**config.mk**
```make
export PLATFORM = sky130hd
export DESIGN_NAME = brownout_power_ctrl
export DESIGN_NICKNAME = d
export VERILOG_FILES = /design/src/rtl/pwr_pkg.sv /design/src/rtl/brownout_power_ctrl.sv
export SDC_FILE = /design/constraint.sdc
export NUM_CORES = 1
export LEC_CHECK = 0
export ABC_AREA = 0
export BUFFER_PORTS_ARGS = -buffer_cell sky130_fd_sc_hd__buf_2
export CAP_MARGIN = 20
export CORE_UTILIZATION = 29
export DETAILED_ROUTE_END_ITERATION = 7
export PLACE_DENSITY = 0.45
export SETUP_SLACK_MARGIN = 0.3
export SYNTH_ARGS = -nofsm -noshare
export SYNTH_HDL_FRONTEND = slang
export SYNTH_SLANG_ARGS = --single-unit
```
**constraint.sdc**
```tcl
create_clock -name clk_i -period 4.83 [get_ports clk_i]
set_clock_uncertainty 0.1 [all_clocks]
set_input_delay 0.483 -clock clk_i [delete_from_list [all_inputs] [get_ports clk_i]]
set_output_delay 0.483 -clock clk_i [all_outputs]
set_load 0.01 [all_outputs]
```
**src/rtl/pwr_pkg.sv**
```systemverilog
// Constants, register layouts and state codes of the brownout and power-saving controller.
// Assumes an 8-bit special function register space on a single clock.
package pwr_pkg;

  localparam logic [7:0] PCTL_ADDR = 8'h87;
  localparam logic [7:0] BCTL_ADDR = 8'hD6;
  localparam logic [7:0] IST_ADDR  = 8'hE9;
  localparam logic [7:0] IMSK_ADDR = 8'hEA;

  localparam logic [7:0] PCTL_RST  = 8'h00;
  localparam logic [7:0] BCTL_RST  = 8'h10;
  localparam logic [2:0] TRIM_RST  = 3'h1;
  localparam logic [1:0] LEN_RST   = 2'h0;

  localparam int IRQ_BO   = 0;
  localparam int IRQ_WAKE = 1;
  localparam int IRQ_W    = 2;

  // Oscillator periods per machine cycle, and machine cycles of pin high for a reset
  localparam int         MC_CLKS    = 12;
  localparam logic [3:0] MC_LAST    = 4'(MC_CLKS - 1);
  localparam logic [1:0] EXT_RST_MC = 2'h2;

  typedef struct packed {
    logic       baud_doubler;
    logic [2:0] rsvd;
    logic       user_flag_one;
    logic       user_flag_zero;
    logic       power_down_bit;
    logic       sleep_request_bit;
  } pctl_t;

  typedef struct packed {
    logic       brownout_enable;
    logic [2:0] trim_setting;
    logic [1:0] fail_reset_length;
    logic       rsvd;
    logic       brownout_flag;
  } bctl_t;

  typedef struct packed {
    logic [7:0] addr;
    logic [7:0] wdata;
    logic       wr;
    logic       rd;
  } sfr_req_t;

  typedef enum logic [3:0] {
    ST_ACTIVE = 4'b0001,
    ST_IDLE   = 4'b0010,
    ST_PDOWN  = 4'b0100,
    ST_BORST  = 4'b1000
  } pwr_state_t;

endpackage

```
**src/rtl/brownout_power_ctrl.sv**
```systemverilog
// Brownout detection, idle and power-down control with its four SFRs and an event interrupt.
// Assumes the CPU issues SFR accesses on clk_i; pins and the supply comparator are asynchronous.
//
// Contract
// Detection off after external reset until enabled
// Enabled low supply while active: flag, internal reset
// External reset clears flag; brownout reset keeps it
// Trim bits reset to 001; software keeps them
// Length field selects brownout reset duration
// Brownout control bit 1 reserved, reads zero
// Sleep bit gates CPU and peripheral clocks
// Idle keeps CPU state and port levels
// Enabled interrupt clears sleep bit, ends idle; code wakes on any irq_wake_i, IMSK not consulted
// Two user flags, read/write, no function
// Power-down bit stops the oscillator, ports hold
// Only hardware reset leaves power-down
// Outside reset held until oscillator is stable
// Baud doubler bit doubles serial baud rate
// Pin sampled per machine cycle, two highs reset
// Brownout reset lengths are design parameters
`timescale 1ns/1ps
module brownout_power_ctrl
  import pwr_pkg::*;
#(
  parameter int unsigned BO_LEN0 = 16,
  parameter int unsigned BO_LEN1 = 32,
  parameter int unsigned BO_LEN2 = 64,
  parameter int unsigned BO_LEN3 = 128
)(
  input  wire logic       clk_i,
  input  wire logic       arst_n_i,
  input  wire sfr_req_t   req_i,
  input  wire logic       ext_reset_i,
  input  wire logic       supply_low_i,
  input  wire logic       irq_wake_i,
  output logic [7:0]      rdata_o,
  output logic            cpu_clk_en_o,
  output logic            periph_clk_en_o,
  output logic            osc_run_o,
  output logic            port_hold_o,
  output logic            sys_reset_o,
  output logic            baud_double_o,
  output logic            irq_o
);

  if (BO_LEN0 < 1 || BO_LEN1 < 1 || BO_LEN2 < 1 || BO_LEN3 < 1 ||
      BO_LEN0 > 65535 || BO_LEN1 > 65535 || BO_LEN2 > 65535 || BO_LEN3 > 65535)
  begin : g_len_chk
    $error("brownout reset lengths must be 1 to 65535 cycles");
  end

  typedef struct packed {
    logic             rst_s1;
    logic             rst_s2;
    logic             low_s1;
    logic             low_s2;
    logic [3:0]       mc_cnt;
    logic [1:0]       ext_cnt;
    logic             ext_active;
    pwr_state_t       state;
    pctl_t            pctl;
    bctl_t            bctl;
    logic [IRQ_W-1:0] ist;
    logic [IRQ_W-1:0] imsk;
    logic [15:0]      bo_cnt;
    logic [7:0]       rdata;
    logic             cpu_en;
    logic             osc_run;
    logic             port_hold;
    logic             sys_rst;
    logic             baud;
    logic             irq;
  } st_t;

  st_t  r;
  st_t  n;
  logic rst_q1;
  logic rst_n;

  function automatic logic [15:0] len_sel(input logic [1:0] sel);
    case (sel)
      2'h0:    len_sel = 16'(BO_LEN0);
      2'h1:    len_sel = 16'(BO_LEN1);
      2'h2:    len_sel = 16'(BO_LEN2);
      default: len_sel = 16'(BO_LEN3);
    endcase
  endfunction

  always_ff @(posedge clk_i or negedge arst_n_i)
  begin
    if (!arst_n_i)
    begin
      rst_q1 <= 1'b0;
      rst_n  <= 1'b0;
    end
    else
    begin
      rst_q1 <= 1'b1;
      rst_n  <= rst_q1;
    end
  end

  always_comb
  begin
    n        = r;
    n.rst_s1 = ext_reset_i;
    n.rst_s2 = r.rst_s1;
    n.low_s1 = supply_low_i;
    n.low_s2 = r.low_s1;
    n.rdata  = 8'h00;

    // Frozen oscillator: no machine cycles during power-down
    if (r.state != ST_PDOWN)
    begin
      n.mc_cnt = (r.mc_cnt == MC_LAST) ? 4'h0 : r.mc_cnt + 4'h1;
      if (r.mc_cnt == MC_LAST)
      begin
        if (!r.rst_s2)
          n.ext_cnt = 2'h0;
        else if (r.ext_cnt != EXT_RST_MC)
          n.ext_cnt = r.ext_cnt + 2'h1;
      end
    end
    n.ext_active = (n.ext_cnt == EXT_RST_MC);

    if (req_i.rd)
    begin
      case (req_i.addr)
        PCTL_ADDR: n.rdata = r.pctl;
        BCTL_ADDR: n.rdata = r.bctl;
        IST_ADDR:  n.rdata = {6'h00, r.ist};
        IMSK_ADDR: n.rdata = {6'h00, r.imsk};
        default:   n.rdata = 8'h00;
      endcase
    end

    if (req_i.wr && r.state == ST_ACTIVE && !r.ext_active)
    begin
      case (req_i.addr)
        PCTL_ADDR:
        begin
          n.pctl.baud_doubler      = req_i.wdata[7];
          n.pctl.user_flag_one     = req_i.wdata[3];
          n.pctl.user_flag_zero    = req_i.wdata[2];
          n.pctl.power_down_bit    = req_i.wdata[1];
          n.pctl.sleep_request_bit = req_i.wdata[0];
          // Power-down wins if both bits are written together
          if (req_i.wdata[1])
            n.state = ST_PDOWN;
          else if (req_i.wdata[0])
            n.state = ST_IDLE;
        end
        BCTL_ADDR:
        begin
          n.bctl.brownout_enable   = req_i.wdata[7];
          n.bctl.trim_setting      = req_i.wdata[6:4];
          n.bctl.fail_reset_length = req_i.wdata[3:2];
        end
        IST_ADDR:  n.ist  = r.ist & ~req_i.wdata[IRQ_W-1:0];
        IMSK_ADDR: n.imsk = req_i.wdata[IRQ_W-1:0];
        default:   n.imsk = r.imsk;
      endcase
    end

    case (r.state)
      ST_ACTIVE:
      begin
        if (r.bctl.brownout_enable && r.low_s2)
        begin
          n.bctl.brownout_flag = 1'b1;
          n.ist[IRQ_BO]        = 1'b1;
          n.state              = ST_BORST;
          n.bo_cnt             = len_sel(r.bctl.fail_reset_length);
        end
      end
      ST_IDLE:
      begin
        // Registers frozen: only the wake path and the pin reset touch them
        if (irq_wake_i)
        begin
          n.pctl.sleep_request_bit = 1'b0;
          n.ist[IRQ_WAKE]          = 1'b1;
          n.state                  = ST_ACTIVE;
        end
      end
      ST_PDOWN:
      begin
        // Pin alone restarts the oscillator; the outside party holds it long enough
        if (r.rst_s2)
          n.state = ST_ACTIVE;
      end
      ST_BORST:
      begin
        // PCTL and BCTL reinitialised, but the cause stays visible
        n.pctl   = PCTL_RST;
        n.bctl   = {BCTL_RST[7:1], r.bctl.brownout_flag};
        n.bo_cnt = r.bo_cnt - 16'h1;
        if (r.bo_cnt <= 16'h1)
          n.state = ST_ACTIVE;
      end
      default: n.state = ST_ACTIVE;
    endcase

    if (n.ext_active)
    begin
      n.pctl   = PCTL_RST;
      n.bctl   = BCTL_RST;
      n.ist    = '0;
      n.imsk   = '0;
      n.bo_cnt = 16'h0;
      n.state  = ST_ACTIVE;
    end

    n.cpu_en    = (n.state == ST_ACTIVE) && !n.ext_active;
    n.osc_run   = (n.state != ST_PDOWN);
    n.port_hold = (n.state == ST_IDLE) || (n.state == ST_PDOWN);
    n.sys_rst   = n.ext_active || (n.state == ST_BORST);
    n.baud      = n.pctl.baud_doubler;
    n.irq       = |(n.ist & n.imsk);
  end

  always_ff @(posedge clk_i or negedge rst_n)
  begin
    if (!rst_n)
    begin
      r         <= '0;
      r.state   <= ST_ACTIVE;
      r.bctl    <= BCTL_RST;
      r.pctl    <= PCTL_RST;
      r.osc_run <= 1'b1;
      r.cpu_en  <= 1'b1;
    end
    else
      r <= n;
  end

  assign rdata_o         = r.rdata;
  assign cpu_clk_en_o    = r.cpu_en;
  assign periph_clk_en_o = r.cpu_en;
  assign osc_run_o       = r.osc_run;
  assign port_hold_o     = r.port_hold;
  assign sys_reset_o     = r.sys_rst;
  assign baud_double_o   = r.baud;
  assign irq_o           = r.irq;
endmodule

```
### Word level (Yosys, flattened, before mapping)

Index checks and enable logic that the tools add are counted.

* register bits after elaboration: 66
* input port bits: 23
* output and inout port bits: 15
* logic and storage cells: 114

* add/subtract/negate cells: 3
* $lt $le $gt $ge: 1
* equal/unequal tests: 20
* muxes and demuxes: 36
* bitwise gates (word level): 3
* reduce and logical (&&, ||, !) cells: 21

Operator list (count)
* $mux 40: 1
* $mux 4: 9
* $eq 8x8->1 const B: 4
* $pmux 16 s2: 1
* $pmux 8 s4: 1
* $pmux 8 s3: 1
* $le 16x1->1 const B: 1
* $mux 16: 1
* $pmux 4 s4: 1
* $sub 16x1->16 const B: 1
* $mux 7: 2
* $eq 4x4->1 const B: 3
* $mux 2: 6
* $reduce_bool 3->1: 4
* $mux 10: 1
* $mux 5: 2
* $eq 4x1->1 const B: 2
* $eq 4x2->1 const B: 2
* $eq 4x3->1 const B: 2
* $mux 8: 1
* $ne 4x3->1 const B: 2
* $reduce_and 2->1: 4
* $mux 1: 7
* $mux 6: 1
* 15 further kinds: 24

### Logic depth before layout (Yosys ltp)

* word-level depth: 9
* gate-level depth with buffers: 8
* depth with buffers taken out: 8

### Least setup slack after synthesis

No wires, ideal clock.

* path kind: register -> register
* start: register r[51] (netlist bit)
* end: register r (netlist bit osc_run_o)
* library setup time: 0.082 ns
* arrival: 2.280 ns
* required time: 4.648 ns
* setup slack: 2.368 ns
* cell stages (with the launch flop): 7
* path buffers: 0
* clock period less this slack: 2.462 ns
* cells stage by stage: dfrtp_1 -> or4b_2 -> nand4b_2 -> mux2i_1 -> inv_1 -> a211o_1 -> or2_1

RTL lines
* from (decl): RTL line brownout_power_ctrl.sv:75 `st_t r;`
* from (signal assigned): RTL line brownout_power_ctrl.sv:234 `r <= n;`

==> impl_results.md <==
* Crit-path max cell delay at 0.69 ns
* Die area at 11500 sq um
* Worst path cell trace: or4b_2 -> nand4b_2 -> mux2i_1 -> inv_1 -> a211o_1 -> or2_1
* GPL Wtd Cong at 0.773
* Port Buffers at 37
* DRC violation count after routing at 0
* Antenna diodes at 0
* Buf/Inv on CP at 1
* # IOs at 38
* Fin. max-slew vios at 0
* Slew headroom at 0.375
* Commonest non-fill, non-tap cell in the layout: dfrtp_1
* Final Setup Violations at 0
* DR pass1 iterations at 4
* Required @ worst endpoint at 5.01 ns
* TritonCTS buffer count at 9
* Gr usage total at 0.136
* Ys async rst share at 1.00
* Hold Path Class: input pin to flop
* Final net count at 387
* Initial antenna violation count at 0
* Power per cell area at 435 nW/um^2
* DR vias at 2541
* Critical path capture point type: flop
* Met3 Resource Use GR at 0.0242
* Yosys cell types at 64
* Largest net degree at the start of global routing at 61
* Fin crit period at 3.36 ns
* Worst R2R Path Depth at 6
* Root Buffer: clkbuf_8
* Clk slew on worst S/H paths at 0.08 ns
* Ys Warns at 0
* Maximum fanout along the worst path at 23
* Max Freq at 0.297 GHz
* Die H at 107 microns
* Mapped Nets at 358
* Clock Path Buffers at 2
* DR WL/cell at 14.4 microns
* CP startpoint kind: flop
* Leak at 1.69 nW
* Via/cell ratio at 5.03
* Number of cells on the critical path at 6
* Starting density of the core at 0.297
* Hold depth at 1
* Worst-margin pin slew at 0.925 ns
* First-iteration detailed-routing DRC count at 127
* Critical Setup Path Class: flop to flop
* Met1 Use GR at 0.185
* Cell count after synthesis at 331
* Max-cap violations at 0
* Fin crit share at 0.696
* Flops & latches, synth at 62
* Final Hold Viols at 0
* Clk sinks at 62
* Worst path top cell family by delay: simple AND/OR/NAND/NOR gates
* Htree depth at 3
* Post-synth EDFFs at 0
* CTS tree: yes
* Grt ovf at 0
* Tot Pwr at 1.61 mW
* DP HPWL at 5.05 mm
* Synth Flop Type: dfrtp_1
* Fill cell count at 1116
* Slowest CP cell: or4b_2
* Area Overhead vs Synth at 15.1%
* Unrepaired setup endpoints after global routing: no
* CP arrival at 3.54 ns
* Total negative slack at 0 ns
* Sequential cell area fraction in the yosys report at 0.483
* Vias in the first global route at 2392
* Die Wd at 107 microns
* Antenna-violating nets left at 0
* Site Rows at 38
* Most frequent cells in the layout: 57 x dfrtp_1, 43 x nor2_1, 37 x buf_2, 28 x nand2_1, 25 x a21oi_1
* Worst vdd ir at 0.000120 V
* Core Area at 10800 sq um
* Global-route wire length before repair at 12.1 mm
* Syn avg cell area at 9.73 sq um
* Share of cells above drive strength 1 at 0.211
* Status: finished clean
* DRT Wirelength at 7.28 mm
* Worst skew pair latency at 0.35 ns
* Post-CTS Setup Bufs at 0
* Grt met2 use at 0.210
* Mapped Area at 3220 sq um
* Global routing's busiest layer: met2
==> where the power goes <==
group | switching [mW] | internal, mW
clock network | 0.238 | 0.299
registers | 0.0644 | 0.587
logic | 0.258 | 0.169
==> per-layer routing <==
| metal | wire (microns) | vias to the layer above |
|---|---|---|
| met5 | 0 | - |
| met4 | 106 | 0 |
| met3 | 237 | 7 |
| met2 | 3350 | 48 |
| met1 | 3590 | 1241 |
| li1 | - | 1245 |
==> final timing paths <==
kind	slack, ns	start	to
setup / recovery	1.47	r[52]	osc_run_o
hold / removal	0.14	supply_low_i	n[61]
setup reg to reg	1.47	r[52]	osc_run_o
hold reg to reg	0.25	n[63]	r[63]
max in group asynchronous	3.80	rst_n	r[59]
min in group asynchronous	0.33	rst_n	rdata_o[5]
==> layout make-up <==
cell class / instances / area [sq um] / area share
sequential: 62 / 1560 / 0.420
multi-input combinational: 240 / 1510 / 0.407
timing repair buffer: 41 / 218 / 0.0587
tap: 140 / 175 / 0.0472
clock buffer: 9 / 124 / 0.0334
clock inverter: 7 / 103 / 0.0277
inverter: 6 / 22.5 / 0.00607
==> synth_stat cells (all sizes together) (5+ instances only) <==
master / n / area share
or3: 5 / 0.0097
nor3: 6 / 0.011
a21oi: 25 / 0.039
clkbuf: 9 / 0.010
xnor2: 6 / 0.016
nor2b: 7 / 0.014
a31oi: 5 / 0.0097
and3: 7 / 0.014
nor4: 7 / 0.018
nor2: 44 / 0.052
nand3: 15 / 0.023
a22oi: 5 / 0.012
buf: 14 / 0.031
inv: 6 / 0.0070
dfrtp: 58 / 0.45
mux2i: 10 / 0.031
o21ai: 12 / 0.019
nand2: 28 / 0.033
==> metrics by stage <==
stage / instance area [sq um] / setup slack [ns] / hold WS, ns / utilization / cells
5_1_grt: 3710 / 1.20 / 0.136 / 0.342 / 505
3_3_place_gp: 3470 / 1.61 / 0.169 / 0.320 / 488
4_1_cts: 3710 / 1.45 / 0.127 / 0.342 / 505
3_5_place_dp: 3470 / 1.47 / 0.169 / 0.320 / 488
2_1_floorplan: 3220 / 2.37 / 0.0874 / - / 331
6_report: 3710 / 1.47 / 0.140 / 0.342 / 505
==> what timing repair did <==
item	4_1_cts	5_1_grt
gates resized for setup	0	0
hold endpoints to repair	2	0
hold buffers	1	0
==> sequential cells by signal, indices dropped and copies added, names as in the netlist <==
register and cells:
baud_double_o 1, cpu_clk_en_o 1, irq_o 1, n 2
osc_run_o 1, port_hold_o 1, r 44, rdata_o 8
rst_n 1, rst_q1 1, sys_reset_o 1
==> cell families after synthesis <==
kind of cell | after synthesis | share of synthesized area
XOR/XNOR | 7 | 0.0190
buffers and inverters | 29 | 0.0482
multiplexers | 11 | 0.0346
flip-flops | 62 | 0.483
AND/OR/NAND/NOR | 150 | 0.266
AO/OA/AOI/OAI | 67 | 0.133
other | 1 | 0.00116
adder cells (fa/ha/maj) | 4 | 0.0155
Power figures use the tool's default switching activity.
